[src/shared/interval_timer_pkg.sv]
// Constants and types shared by the power gating interval timer
package interval_timer_pkg;

    // ****************************************************************
    // Timebase
    // ****************************************************************
    localparam int CLK_HZ        = 20_000_000;
    // Base oscillator period, in microseconds (15.625 ms)
    localparam int OSC_PERIOD_US = 15_625;
    // Work is done in half periods, since the pulse edges sit on half steps
    localparam int HALF_PERIOD_CYCLES = ((CLK_HZ / 1_000_000) * OSC_PERIOD_US) / 2;

    localparam int DIV_W = 18;
    localparam int CNT_W = 18;

    // ****************************************************************
    // Delay factors, in whole oscillator periods
    // ****************************************************************
    localparam int FACTOR_16S   = 1 << 10;
    localparam int FACTOR_32S   = 1 << 11;
    localparam int FACTOR_64S   = 1 << 12;
    localparam int FACTOR_100S  = 100 * (1 << 6);
    localparam int FACTOR_128S  = 1 << 13;
    localparam int FACTOR_256S  = 1 << 14;
    localparam int FACTOR_512S  = 1 << 15;
    localparam int FACTOR_1024S = 1 << 16;

    // ****************************************************************
    // Gate pulse shape, as the count at the acting tick (half periods after the gate falls, minus one)
    // ****************************************************************
    localparam logic [CNT_W-1:0] CAL_RISE_STEP  = 18'h00000;
    localparam logic [CNT_W-1:0] CAL_FALL_STEP  = 18'h00002;
    localparam logic [CNT_W-1:0] GATE_LAST_STEP = 18'h00003;

    // ****************************************************************
    // Reset values of the pins
    // ****************************************************************
    localparam logic GATE_IDLE = 1'b1;
    localparam logic CAL_IDLE  = 1'b0;

    typedef enum logic [2:0] {
        ST_OFF   = 3'b001,
        ST_COUNT = 3'b010,
        ST_PULSE = 3'b100
    } timer_state_t;

    typedef struct packed {
        logic gate_drive_n;
        logic cal_pulse_out;
    } pulse_pins_t;

endpackage

[src/hw/power_gating_interval_timer.sv]
// Long interval timer driving a power gate with calibration pulse
`timescale 1ns/10ps

// Function
// - Power-good low while off: clear, stay off
// - Power-good low while on: gate high now
// - Re-enable only after full delay past recovery
// - Power-good rise starts oscillator and new count
// - Delay expiry drives gate low, then cal
// - Cal one period, half period after gate
// - Done during gate: reset counter, idle pins
// - No done: gate low two periods exactly
// - Done during cal: reset, cal low at once
// - Power-good fall asynchronously idles both pins
// - Three select bits choose among eight intervals
// - Delay equals base period times factor N
module power_gating_interval_timer #(
    parameter int HALF_PERIOD_CYCLES = interval_timer_pkg::HALF_PERIOD_CYCLES
) (
    input  wire logic clk,
    input  wire logic rst_n,
    input  wire logic power_good_in,
    input  wire logic done_in,
    input  wire logic interval_sel_0,
    input  wire logic interval_sel_1,
    input  wire logic interval_sel_2,
    output logic      gate_drive_n,
    output logic      cal_pulse_out
);

    // ****************************************************************
    // Delay decode
    // ****************************************************************
    // Half periods in a full delay for one select code
    function automatic logic [interval_timer_pkg::CNT_W-1:0] delay_halves(
        input logic [2:0] sel
    );
        int factor;
        factor = interval_timer_pkg::FACTOR_16S;
        unique case (sel)
            3'h0: factor = interval_timer_pkg::FACTOR_16S;
            3'h1: factor = interval_timer_pkg::FACTOR_32S;
            3'h2: factor = interval_timer_pkg::FACTOR_64S;
            3'h3: factor = interval_timer_pkg::FACTOR_100S;
            3'h4: factor = interval_timer_pkg::FACTOR_128S;
            3'h5: factor = interval_timer_pkg::FACTOR_256S;
            3'h6: factor = interval_timer_pkg::FACTOR_512S;
            3'h7: factor = interval_timer_pkg::FACTOR_1024S;
        endcase
        return interval_timer_pkg::CNT_W'(factor * 2);
    endfunction

    localparam logic [interval_timer_pkg::DIV_W-1:0] DIV_LAST =
        interval_timer_pkg::DIV_W'(HALF_PERIOD_CYCLES - 1);

    interval_timer_pkg::timer_state_t        state;
    interval_timer_pkg::timer_state_t        next_state;
    interval_timer_pkg::pulse_pins_t         pins;
    interval_timer_pkg::pulse_pins_t         next_pins;
    logic [interval_timer_pkg::DIV_W-1:0]    div;
    logic [interval_timer_pkg::DIV_W-1:0]    next_div;
    logic [interval_timer_pkg::CNT_W-1:0]    cnt;
    logic [interval_timer_pkg::CNT_W-1:0]    next_cnt;
    logic [interval_timer_pkg::CNT_W-1:0]    limit;
    logic [2:0]                              sel;
    logic                                    half_tick;
    logic                                    in_off;
    logic                                    in_count;
    logic                                    in_pulse;
    logic                                    expire;
    logic                                    done_hit;
    logic                                    pulse_end;
    logic                                    restart;

    assign sel       = {interval_sel_2, interval_sel_1, interval_sel_0};
    assign limit     = delay_halves(sel);
    assign in_off    = (state == interval_timer_pkg::ST_OFF);
    assign in_count  = (state == interval_timer_pkg::ST_COUNT);
    assign in_pulse  = (state == interval_timer_pkg::ST_PULSE);
    assign half_tick = !in_off && (div == DIV_LAST);
    assign expire    = in_count && half_tick && (cnt >= limit - 18'h00001);
    // Done acts on the gate pulse and on a high cal pin, which never stays high after the gate ends
    assign done_hit  = done_in && (in_pulse || pins.cal_pulse_out);
    assign pulse_end = in_pulse && half_tick
                       && (cnt == interval_timer_pkg::GATE_LAST_STEP);
    assign restart   = done_hit || pulse_end || in_off;

    // ****************************************************************
    // Oscillator model: half period tick, frozen while off
    // ****************************************************************
    assign next_div = (restart || half_tick) ? '0 : div + 18'h00001;

    // ****************************************************************
    // Sequencer
    // ****************************************************************
    always_comb begin
        next_state = state;
        next_cnt   = cnt;
        next_pins  = pins;
        unique case (state)
            interval_timer_pkg::ST_OFF: begin
                // Reached only with power-good high, i.e. just after its rise or after rst_n release
                next_state = interval_timer_pkg::ST_COUNT;
                next_cnt   = '0;
            end
            interval_timer_pkg::ST_COUNT: begin
                if (done_hit) begin
                    next_pins.cal_pulse_out = interval_timer_pkg::CAL_IDLE;
                    next_cnt                = '0;
                end else if (expire) begin
                    next_state             = interval_timer_pkg::ST_PULSE;
                    next_cnt               = '0;
                    next_pins.gate_drive_n = 1'b0;
                end else if (half_tick) begin
                    next_cnt = cnt + 18'h00001;
                end
            end
            interval_timer_pkg::ST_PULSE: begin
                if (done_hit || pulse_end) begin
                    next_state = interval_timer_pkg::ST_COUNT;
                    next_cnt   = '0;
                    next_pins  = '{gate_drive_n: interval_timer_pkg::GATE_IDLE,
                                   cal_pulse_out: interval_timer_pkg::CAL_IDLE};
                end else if (half_tick) begin
                    next_cnt = cnt + 18'h00001;
                    if (cnt == interval_timer_pkg::CAL_RISE_STEP)
                        next_pins.cal_pulse_out = 1'b1;
                    if (cnt == interval_timer_pkg::CAL_FALL_STEP)
                        next_pins.cal_pulse_out = 1'b0;
                end
            end
        endcase
    end

    // Power-good low clears everything at once and stops the oscillator
    always_ff @(posedge clk or negedge power_good_in) begin
        if (!power_good_in) begin
            state <= interval_timer_pkg::ST_OFF;
            cnt   <= '0;
            div   <= '0;
            pins  <= '{gate_drive_n: interval_timer_pkg::GATE_IDLE,
                       cal_pulse_out: interval_timer_pkg::CAL_IDLE};
        end else if (!rst_n) begin
            state <= interval_timer_pkg::ST_OFF;
            cnt   <= '0;
            div   <= '0;
            pins  <= '{gate_drive_n: interval_timer_pkg::GATE_IDLE,
                       cal_pulse_out: interval_timer_pkg::CAL_IDLE};
        end else begin
            state <= next_state;
            cnt   <= next_cnt;
            div   <= next_div;
            pins  <= next_pins;
        end
    end

    assign gate_drive_n  = pins.gate_drive_n;
    assign cal_pulse_out = pins.cal_pulse_out;

    // ****************************************************************
    // Checks
    // ****************************************************************
    a_pg_low_idle: assert property (@(posedge clk)
        disable iff (!rst_n)
        !power_good_in |-> gate_drive_n && !cal_pulse_out && in_off)
        else $error("pins not idle while power-good low");

    a_pg_fall_off: assert property (@(posedge clk)
        disable iff (!rst_n)
        $fell(power_good_in) |-> gate_drive_n && cnt == '0)
        else $error("gate still driven after power-good fall");

    a_off_stays: assert property (@(posedge clk)
        disable iff (!rst_n)
        in_off |=> gate_drive_n && (in_off || cnt == '0))
        else $error("gate driven before a new delay");

    // Both levels sampled high, so the very next edge leaves the off state
    a_restart_count: assert property (@(posedge clk)
        disable iff (!rst_n || !power_good_in)
        in_off && rst_n && power_good_in |=> in_count && cnt == '0 && div == '0)
        else $error("count not restarted on power-good rise");

    a_gate_expiry: assert property (@(posedge clk)
        disable iff (!rst_n || !power_good_in)
        in_count && half_tick && !done_hit && cnt == limit - 18'h00001
        |=> !gate_drive_n && !cal_pulse_out && in_pulse)
        else $error("gate not driven at delay expiry");

    a_gate_early: assert property (@(posedge clk)
        disable iff (!rst_n || !power_good_in)
        $fell(gate_drive_n) |-> $past(cnt) == limit - 18'h00001)
        else $error("gate driven before full delay");

    a_cal_rise: assert property (@(posedge clk)
        disable iff (!rst_n || !power_good_in)
        in_pulse && half_tick && !done_in && cnt == 18'h00000 |=> cal_pulse_out)
        else $error("cal pulse did not start half period after gate");

    // A tick-driven fall two ticks after the rise makes the width one period
    a_cal_fall: assert property (@(posedge clk)
        disable iff (!rst_n || !power_good_in)
        $fell(cal_pulse_out) && in_pulse
        |-> cnt == interval_timer_pkg::GATE_LAST_STEP && div == '0)
        else $error("cal pulse misplaced");

    a_done_release: assert property (@(posedge clk)
        disable iff (!rst_n || !power_good_in)
        done_in && in_pulse |=> gate_drive_n && !cal_pulse_out && in_count && cnt == '0)
        else $error("done did not release gate");

    a_auto_release: assert property (@(posedge clk)
        disable iff (!rst_n || !power_good_in)
        pulse_end && !done_in |=> gate_drive_n && in_count && cnt == '0)
        else $error("gate not released after two periods");

    a_done_cal: assert property (@(posedge clk)
        disable iff (!rst_n || !power_good_in)
        done_in && cal_pulse_out |=> !cal_pulse_out)
        else $error("cal not cleared by done");

    c_done_pulse: cover property (@(posedge clk) disable iff (!rst_n)
        in_pulse && done_in ##1 in_count);
    c_auto_end: cover property (@(posedge clk) disable iff (!rst_n)
        pulse_end && !done_in);
    c_pg_drop_on: cover property (@(posedge clk) disable iff (!rst_n)
        !gate_drive_n ##1 !power_good_in);
    c_cal_high: cover property (@(posedge clk) disable iff (!rst_n)
        $rose(cal_pulse_out));

endmodule

[config.mk]
export PLATFORM = sky130hd
export DESIGN_NAME = power_gating_interval_timer
export DESIGN_NICKNAME = d
export VERILOG_FILES = /design/src/shared/interval_timer_pkg.sv /design/src/hw/power_gating_interval_timer.sv
export SDC_FILE = /design/constraint.sdc
export NUM_CORES = 1
export LEC_CHECK = 0
export BUFFER_PORTS_ARGS = -buffer_cell sky130_fd_sc_hd__buf_2
export CORE_MARGIN = 2
export CORE_UTILIZATION = 57
export CTS_BUF_LIST = sky130_fd_sc_hd__clkbuf_4
export CTS_CLUSTER_SIZE = 25
export DETAILED_ROUTE_END_ITERATION = 12
export PLACE_DENSITY = 0.71
export RECOVER_POWER = 100
export SLEW_MARGIN = 20
export SYNTH_ARGS = -nofsm -noshare
export SYNTH_HDL_FRONTEND = slang
export SYNTH_SLANG_ARGS = --single-unit
export TNS_END_PERCENT = 20
[constraint.sdc]
create_clock -name clk -period 3.74 [get_ports clk]
set_input_delay 0.561 -clock clk [delete_from_list [all_inputs] [get_ports clk]]
set_output_delay 0.561 -clock clk [all_outputs]
set_load 0.01 [all_outputs]
==> results.md, run 1 <==
- Setup repair after global routing left no endpoint under its margin.
- The post-synth net total is 286.
- The peak supply drop is 0.214 mV.
- The number of nets still failing antenna checks after routing is 0.
- Post-CTS timing repair inserted 0 buffers for setup.
- The critical path is of the reg2reg type.
- The total number of H-tree levels is 2.
- The number of max-capacitance violations reported is 1.
- The post-place instance area is 2550 um2.
- The count of flip-flops with a built-in enable after synthesis is 0.
- The total negative setup slack is 0 ps.
- The detail-routed via count per cell is 6.00.
- The share of flip-flops with an asynchronous set or reset after synthesis is 100%.
- 9 I/O pins were placed.
- The final critical path takes up 77.5% of the cycle.
- Summing all non-filler instances in the final layout gives an area of 2620 um2.
- After detailed routing, the number of remaining DRC violations is 0.
- The first detailed-routing pass ran for 4 iterations.
- After layout, the minimum clock period comes to 2900 ps.
- Of the total power, the share spent switching nets is 24.0%.
- 0 antenna diodes ended up in the layout.
- The normalized max-slew margin is -44.3%.
- sky130_fd_sc_hd__dfrtp_1 is the most common cell in the netlist.
- The tightest hold path in the finished design has a slack of 485 ps.
- The tree built by TritonCTS fans out to 41 sinks.
- The layout overhead on the synthesized area is 5.60%.
- The die covers 4900 um2.
- In the final layout, the share of cells above drive strength 1 is 7.94%.
- The pin slew with the least headroom to its limit is 2160 ps.
- The worst hold path terminates at state[0].
- Summed over all nets, the switching power comes to 0.192 mW.
- The leakage dissipation is 1.02 nW.
- The capturing point of the worst reg2reg path is cnt[8].
- For this configuration, the core starts out at a cell density of 60.7%.
- The routed wire length is 5080 um.
- The global-route wire length before repair is 8710 um.
- The number of buffers created by CTS is 5.
- The number of warnings issued by yosys is 0.
- The average instance in the mapped netlist occupies 9.29 um2.
- The weighted congestion at the end of routability-driven global placement is 0.807.
- For this block, the initial DRC count from the detailed router was 99.
- The clock tree skew after final layout is 15.9 ps.
- The root buffer cell is sky130_fd_sc_hd__clkbuf_4.
- The total core area is 4090 um2.
- Summing over every cut layer, the via total after detailed routing is 1,962.
- After clock tree synthesis, the flow added hold-fix buffers numbering 0.
- The final reports fail on capacitance limit, slew limit.
- After synthesis, the cell types taking the most area are sky130_fd_sc_hd__dfrtp_1 (39%), sky130_fd_sc_hd__xor2_1 (6.4%), sky130_fd_sc_hd__ha_1 (6.1%), sky130_fd_sc_hd__nor3_1 (5.6%), sky130_fd_sc_hd__xnor2_1 (5.6%).
- At the worst endpoint, the required time is 3950 ps.
- The die is 70.0 um tall.
- Internal power comes to 0.610 mW.
- By count the netlist is led by sky130_fd_sc_hd__dfrtp_1 (39), sky130_fd_sc_hd__nor2_1 (35), sky130_fd_sc_hd__nor3_1 (28), sky130_fd_sc_hd__xor2_1 (18), sky130_fd_sc_hd__nand2_1 (17).
- The path class of the tightest hold or removal check is in2reg.
- The worst-path maximum fanout is 18.
- The total of cells resized after clock tree synthesis is 0.
- In this run the horizontal extent of the chip is 70.0 um.
- The core occupancy in the finished layout is 64.1%.
- The dominant cell type by area after synthesis is sky130_fd_sc_hd__dfrtp_1.
- The total power per unit cell area is 306 nW/um2.
- The worst reg-to-reg path cell count is 7.
- The minimum setup slack among reg-to-reg paths is 840 ps.
- The total of flip-flops plus latches after synthesis is 41.
- In the synthesized netlist the dominant register cell turns out to be sky130_fd_sc_hd__dfrtp_1.
- The initial antenna violation count is 0.
- The via count of the first global-routing pass is 1,865.
- The area share of the leading cell type in the synthesized netlist is 39.3%.
- The instance count along the most critical hold path is 2.
- The number of standard cells in the final layout excluding fillers is 327.
- The latest clock arrival within the worst-skew pair is 370 ps.
- STA classifies the critical path startpoint as a flop.
- The clock group share of total power is 37.7%.
- The total global routing track utilization is 22.2%.
- The synthesized instance count is 267.
- The number of rows in the core area is 23.
- The run finished, with violations left.
- The share of total power in sequential cells is 56.2%.
- The clock passes through at most 2 buffers.
- The worst hold path begins at rst_n.
- In the final routed layout, each cell accounts on average for 15.5 um.
- STA classifies the critical path endpoint as a flop.
- The number of max-slew violations in the final report came to 42.
- Data arrives at the worst endpoint at 3110 ps.
- The combinational power share is 6.1%.
- The final-report hold violation count was 0.
- Detailed placement finished with a half-perimeter wire length of 3580 um.
- The launch point of the worst reg-to-reg path is div[1].
- TritonCTS built the clock tree.
- Setup violations remaining at the end of the flow were counted as 0.
- Summing the sequential cell areas from Yosys gives 41.5% of the chip area.
- The number of port buffers is 8.
- Entering global routing, the biggest net connects 42 pins.
- The register clock-pin slew on the reported worst setup and hold paths is 120 ps.
- After the last flow step, the layout net total stands at 295.
- The maximum clock rate is 345 MHz.
- Global routing finished with a remaining overflow of 0.
- The number of placed instances, taps included is 319.
- The post-synthesis instance area is 2480 um2.
- The number of unique standard cell types used by synthesis is 47.
-- registers in the layout (all words and copies together) (netlist names) --
register,cells
cal_pulse_out,1
cnt,18
state,3
gate_drive_n,1
div,18
-- routing by layer --
metal | wire length, um | part of all wire, % | vias up | GRT usage, %
li1 | - | - | 975 | -
met1 | 2550 | 50 | 948 | 32.4
met2 | 2260 | 44 | 33 | 32.9
met3 | 203 | 4.0 | 6 | 4.76
met4 | 70 | 1.4 | 0 | 7.05
met5 | 0 | 0 | - | 0
-- through the flow --
step | setup WS [ps] | power [mW]
4_1_cts | 1220 | 0.806
3_3_place_gp | 1090 | 0.509
6_report | 841 | 0.802
3_5_place_dp | 1010 | 0.509
2_1_floorplan | 1270 | 0.489
5_1_grt | 577 | 0.833
-- layout make-up --
type / instances / area, um2
Clock buffer: 6 / 45.0
Clock inverter: 2 / 38.8
Fill cell: 355 / 1470
Inverter: 8 / 30.0
Multi-Input combinational cell: 210 / 1370
Sequential cell: 41 / 1030
Tap cell: 50 / 62.6
Timing Repair Buffer: 10 / 46.3
-- worst max-delay path by stage --
stage / cells after the start / end / start
floorplan: 11 / cnt[10] / interval_sel_0
global placement: 10 / cnt[16] / interval_sel_0
detailed placement: 10 / cnt[5] / interval_sel_0
CTS: 5 / cnt[8] / div[2]
global route: 7 / cnt[8] / div[1]
finish: 7 / cnt[8] / div[1]
-- placed cells by master (no fill, tap or decap), types with 2 or more instances in the layout --
cell type	count
sky130_fd_sc_hd__a21oi_1	6
sky130_fd_sc_hd__a31oi_1	4
sky130_fd_sc_hd__and3_1	5
sky130_fd_sc_hd__and4_1	3
sky130_fd_sc_hd__buf_2	4
sky130_fd_sc_hd__clkbuf_1	5
sky130_fd_sc_hd__clkbuf_4	6
sky130_fd_sc_hd__dfrtp_1	39
sky130_fd_sc_hd__dfstp_2	2
sky130_fd_sc_hd__ha_1	12
sky130_fd_sc_hd__inv_1	8
sky130_fd_sc_hd__nand2_1	17
sky130_fd_sc_hd__nand2b_1	2
sky130_fd_sc_hd__nand3_1	16
sky130_fd_sc_hd__nand4_1	11
sky130_fd_sc_hd__nand4bb_1	2
sky130_fd_sc_hd__nor2_1	35
sky130_fd_sc_hd__nor2b_1	2
sky130_fd_sc_hd__nor3_1	28
sky130_fd_sc_hd__nor4_1	5
sky130_fd_sc_hd__nor4b_1	2
sky130_fd_sc_hd__o21ai_0	4
sky130_fd_sc_hd__xnor2_1	16
sky130_fd_sc_hd__xor2_1	18
-- worst max-delay path, cell delays in order (launching register included) --
cell,delay [ps]
sky130_fd_sc_hd__dfrtp_1,430
sky130_fd_sc_hd__inv_1,60
sky130_fd_sc_hd__ha_1,170
sky130_fd_sc_hd__nand4bb_1,120
sky130_fd_sc_hd__nor4b_1,520
sky130_fd_sc_hd__and3_1,550
sky130_fd_sc_hd__o221a_1,750
sky130_fd_sc_hd__nor3_1,150
-- power by group through the flow --
stage          clock network (mW)  logic [mW]  registers (mW)
2_1_floorplan                   0      0.0318           0.458
3_3_place_gp                    0      0.0492           0.459
3_5_place_dp                    0      0.0501           0.459
4_1_cts                     0.305      0.0503           0.451
5_1_grt                     0.325      0.0559           0.452
6_report                    0.302      0.0488           0.451
-- cell families after synthesis --
group,synth area share [%]
buf+inv,3.13
mux,1.31
flops,41.5
simple gates,29.8
compound gates,6.15
other cells,0.151
fa+ha+maj,6.05
xor+xnor,12.0
No activity file was read; power rests on OpenSTA's default activity.
==> run 2, diff against run 1 <==
--- a/config.mk
+++ b/config.mk
@@ -11,7 +11,7 @@
 export CTS_BUF_LIST = sky130_fd_sc_hd__clkbuf_4
 export CTS_CLUSTER_SIZE = 25
 export DETAILED_ROUTE_END_ITERATION = 12
-export PLACE_DENSITY = 0.71
+export PLACE_DENSITY = 0.74
 export RECOVER_POWER = 100
 export SLEW_MARGIN = 20
 export SYNTH_ARGS = -nofsm -noshare
==> constraint.sdc (replaced) <==
create_clock -name clk -period 2.5 [get_ports clk]
set_input_delay 0.375 -clock clk [delete_from_list [all_inputs] [get_ports clk]]
set_output_delay 0.375 -clock clk [all_outputs]
set_load 0.01 [all_outputs]
==> run 2 against run 1 <==
  * Clock skew down 4.4 ps
  * Via count about the same
  * Global-route usage up 0.095 points
  * The run still ends with capacitance limit, slew limit left
  * Largest power group unchanged
  * Largest cell class unchanged
  * Count of clock-buffer cells in the layout down 1
  * Sequential share of layout area down 0.55 points
==> results.md, run 2 (synthesized netlist as in run 1, its figures left out) <==
- Result of the run: finished, violations left (unchanged).
- Failing checks: capacitance limit, slew limit (unchanged).
- The switching portion of total power is 23.3% (was 24.0%).
- The leakage dissipation is 1.04 nW (was 1.02 nW).
- The iteration-0 DRC count of the detailed router is 114 (was 99).
- The number of max-slew violations in the final report was 42 (unchanged).
- The post-route fraction of the period consumed by the critical path is 91.7% (was 77.5%).
- The number of antenna cells inserted is 0 (unchanged).
- The worst-path maximum fanout is 18 (unchanged).
- Crit-path cells: ha_1, and4_1, a22oi_1, nor4b_1, or3_4, o221a_2, nor3_1 (was inv_1, ha_1, nand4bb_1, nor4b_1, and3_1, o221a_1, nor3_1).
- The leading cell type in the layout, fill and taps excluded is sky130_fd_sc_hd__dfrtp_1 (unchanged).
- The pin slew with the least headroom to its limit was 2150 ps (was 2160 ps).
- The clock tree buffer depth is 2 (unchanged).
- The total core area is 4090 um2 (unchanged).
- The count of boundary I/O pins is 9 (unchanged).
- The total of cells resized after clock tree synthesis is 0 (unchanged).
- The weighted congestion at the end of routability-driven global placement is 0.854 (was 0.807).
- The share of final-layout standard cells stronger than drive strength 1 is 10.6% (was 7.94%).
- The via count of the first global-routing pass was 1,859 (was 1,865).
- The total global routing track utilization is 22.3% (was 22.2%).
- The normalized max-slew margin is -43.6% (was -44.3%).
- The root buffer cell is sky130_fd_sc_hd__clkbuf_4 (unchanged).
- The final HPWL from detailed placement is 3600 um (was 3580 um).
- The die area came to 4900 um2 (unchanged).
- The critical path data arrival time is 2560 ps (was 3110 ps).
- The clock group share of total power is 35.8% (was 37.7%).
- The number of standard cells in the final layout excluding fillers is 332 (was 327).
- The number of rows in the core area is 23 (unchanged).
- The number of placed instances, taps included was 325 (was 319).
- The final net count is 301 (was 295).
- The maximum clock rate is 436 MHz (was 345 MHz).
- The final critical delay including setup and external delays is 2290 ps (was 2900 ps).
- The share of total power in sequential cells is 57.9% (was 56.2%).
- The final count of negative-setup-slack endpoints is 0 (unchanged).
- The first-pass detailed-route iteration total is 4 (unchanged).
- The sort of element at the start of the critical path is a flop (unchanged).
- The startpoint-to-endpoint class of the critical path is reg2reg (unchanged).
- The global-route wire length before repair is 8740 um (was 8710 um).
- The number of max-capacitance violations reported came to 1 (unchanged).
- The path type of the worst min-delay path is in2reg (unchanged).
- The number of buffers inserted to repair setup after CTS is 0 (unchanged).
- The initial antenna violation count is 0 (unchanged).
- The layout overhead on the synthesized area is 7.11% (was 5.60%).
- The power after layout came to 1.16 mW (was 0.802 mW).
- The worst hold slack was 284 ps (was 485 ps).
- The clock tree skew after final layout is 11.5 ps (was 15.9 ps).
- The number of nets still failing antenna checks after routing is 0 (unchanged).
- The cell at the slowest stage of the critical path is sky130_fd_sc_hd__dfrtp_1 (was sky130_fd_sc_hd__o221a_1).
- The average routed wire per standard cell is 15.3 um (was 15.5 um).
- The hold buffer count at CTS is 0 (unchanged).
- The post-route DRC violation count is 0 (unchanged).
- The starting density of the core is 60.7% (unchanged).
- The worst path required time was 2770 ps (was 3950 ps).
- The summed area of non-filler cells in the final layout came to 2660 um2 (was 2620 um2).
- The final-report hold violation count is 0 (unchanged).
- The combinational power share came to 6.3% (was 6.1%).
- The die boundary width is 70.0 um (unchanged).
- Unrepaired setup endpoints after global routing: false (unchanged).
- The number of port buffers is 8 (unchanged).
- The die boundary height is 70.0 um (unchanged).
- The TritonCTS clock tree is yes (unchanged).
- The number of buffers created by CTS is 5 (unchanged).
- The post-place instance area was 2600 um2 (was 2550 um2).
- The total number of H-tree levels is 2 (unchanged).
- The highest cell delay on the worst timing path is 440 ps (was 750 ps).
- The total number of vias was 1,963 (was 1,962).
- The critical path capture point type is a flop (unchanged).
- The power dissipated by switching net loads is 0.272 mW (was 0.192 mW).
- Highest-count cells in the layout ignoring fill and taps: sky130_fd_sc_hd__dfrtp_1 (39), sky130_fd_sc_hd__nor2_1 (35), sky130_fd_sc_hd__nor3_1 (28), sky130_fd_sc_hd__xor2_1 (18), sky130_fd_sc_hd__nand2_1 (17) (unchanged).
- The total power per unit cell area is 438 nW/um2 (was 306 nW/um2).
- The latest clock arrival within the worst-skew pair came to 360 ps (was 370 ps).
- The number of sinks handled by clock tree synthesis is 41 (unchanged).
- The internal power consumption is 0.892 mW (was 0.610 mW).
- Registers with the most flip-flops: cnt: 18 flops, div: 18 flops, state: 3 flops (unchanged).
- The register clock-pin slew on the reported worst setup and hold paths came to 120 ps (about the same).
- The overflow left after global routing is 0 (unchanged).
- The routed wire length is 5070 um (was 5080 um).
- The maximum number of pins on one net before global-route repair is 42 (unchanged).
- The peak supply drop is 0.444 mV (was 0.214 mV).
- The detail-routed via count per cell came to 5.91 (was 6.00).
## run 2: layout make-up
type / instances / area [um2]
Sequential cell: 41 / 1030
Multi-Input combinational cell: 210 / 1380
Fill cell: 357 / 1430
Clock buffer: 5 / 37.5
Timing Repair Buffer: 16 / 87.6
Tap cell: 50 / 62.6
Clock inverter: 2 / 35.0
Inverter: 8 / 30.0
## run 2: critical path, delay by kind of cell (launching register included)
| kind | cells | cell delay, ps |
|---|---|---|
| AND/OR/NAND/NOR | 4 | 940 |
| adder cells (fa/ha/maj) | 1 | 230 |
| AO/OA/AOI/OAI | 2 | 590 |
| flip-flops | 1 | 440 |
## run 2: power by group through the flow
stage                     registers (mW)  clock network (mW)  logic, mW
after floorplan                    0.684                   0     0.0475
after global placement             0.687                   0     0.0740
after detailed placement           0.687                   0     0.0749
after CTS                          0.674               0.423     0.0753
after global routing               0.676               0.463     0.0822
final                              0.674               0.417     0.0733
## run 2: layer usage
metal	routed length [um]	part of all wire (%)	track usage [%]
met1	2520	50	30.8
met2	2220	44	33.1
met3	225	4.4	6.35
met4	95	1.9	8.55
met5	0	0	0
## run 2: worst paths after layout
| kind | from | endpoint | slack [ps] | depth (start not counted) |
|---|---|---|---|---|
| min | rst_n | state[0] | 280 | 2 |
| max | cnt[0] | cnt[15] | 210 | 7 |
| min in group asynchronous | power_good_in | div[10] | 630 | 1 |
| max in group asynchronous | power_good_in | cnt[11] | 640 | 1 |
| min reg2reg | div[0] | div[0] | 520 | 1 |
| max reg2reg | cnt[0] | cnt[15] | 210 | 7 |
## run 2: per-stage QoR
stage / utilization [%] / setup TNS (ps) / worst slack [ps]
6_report: 65.0 / 0 / 207
3_5_place_dp: 63.5 / -549 / -86.5
5_1_grt: 65.0 / 0 / 66.9
4_1_cts: 65.3 / 0 / 125
3_3_place_gp: 63.5 / 0 / 27.7
2_1_floorplan: - / 0 / 216
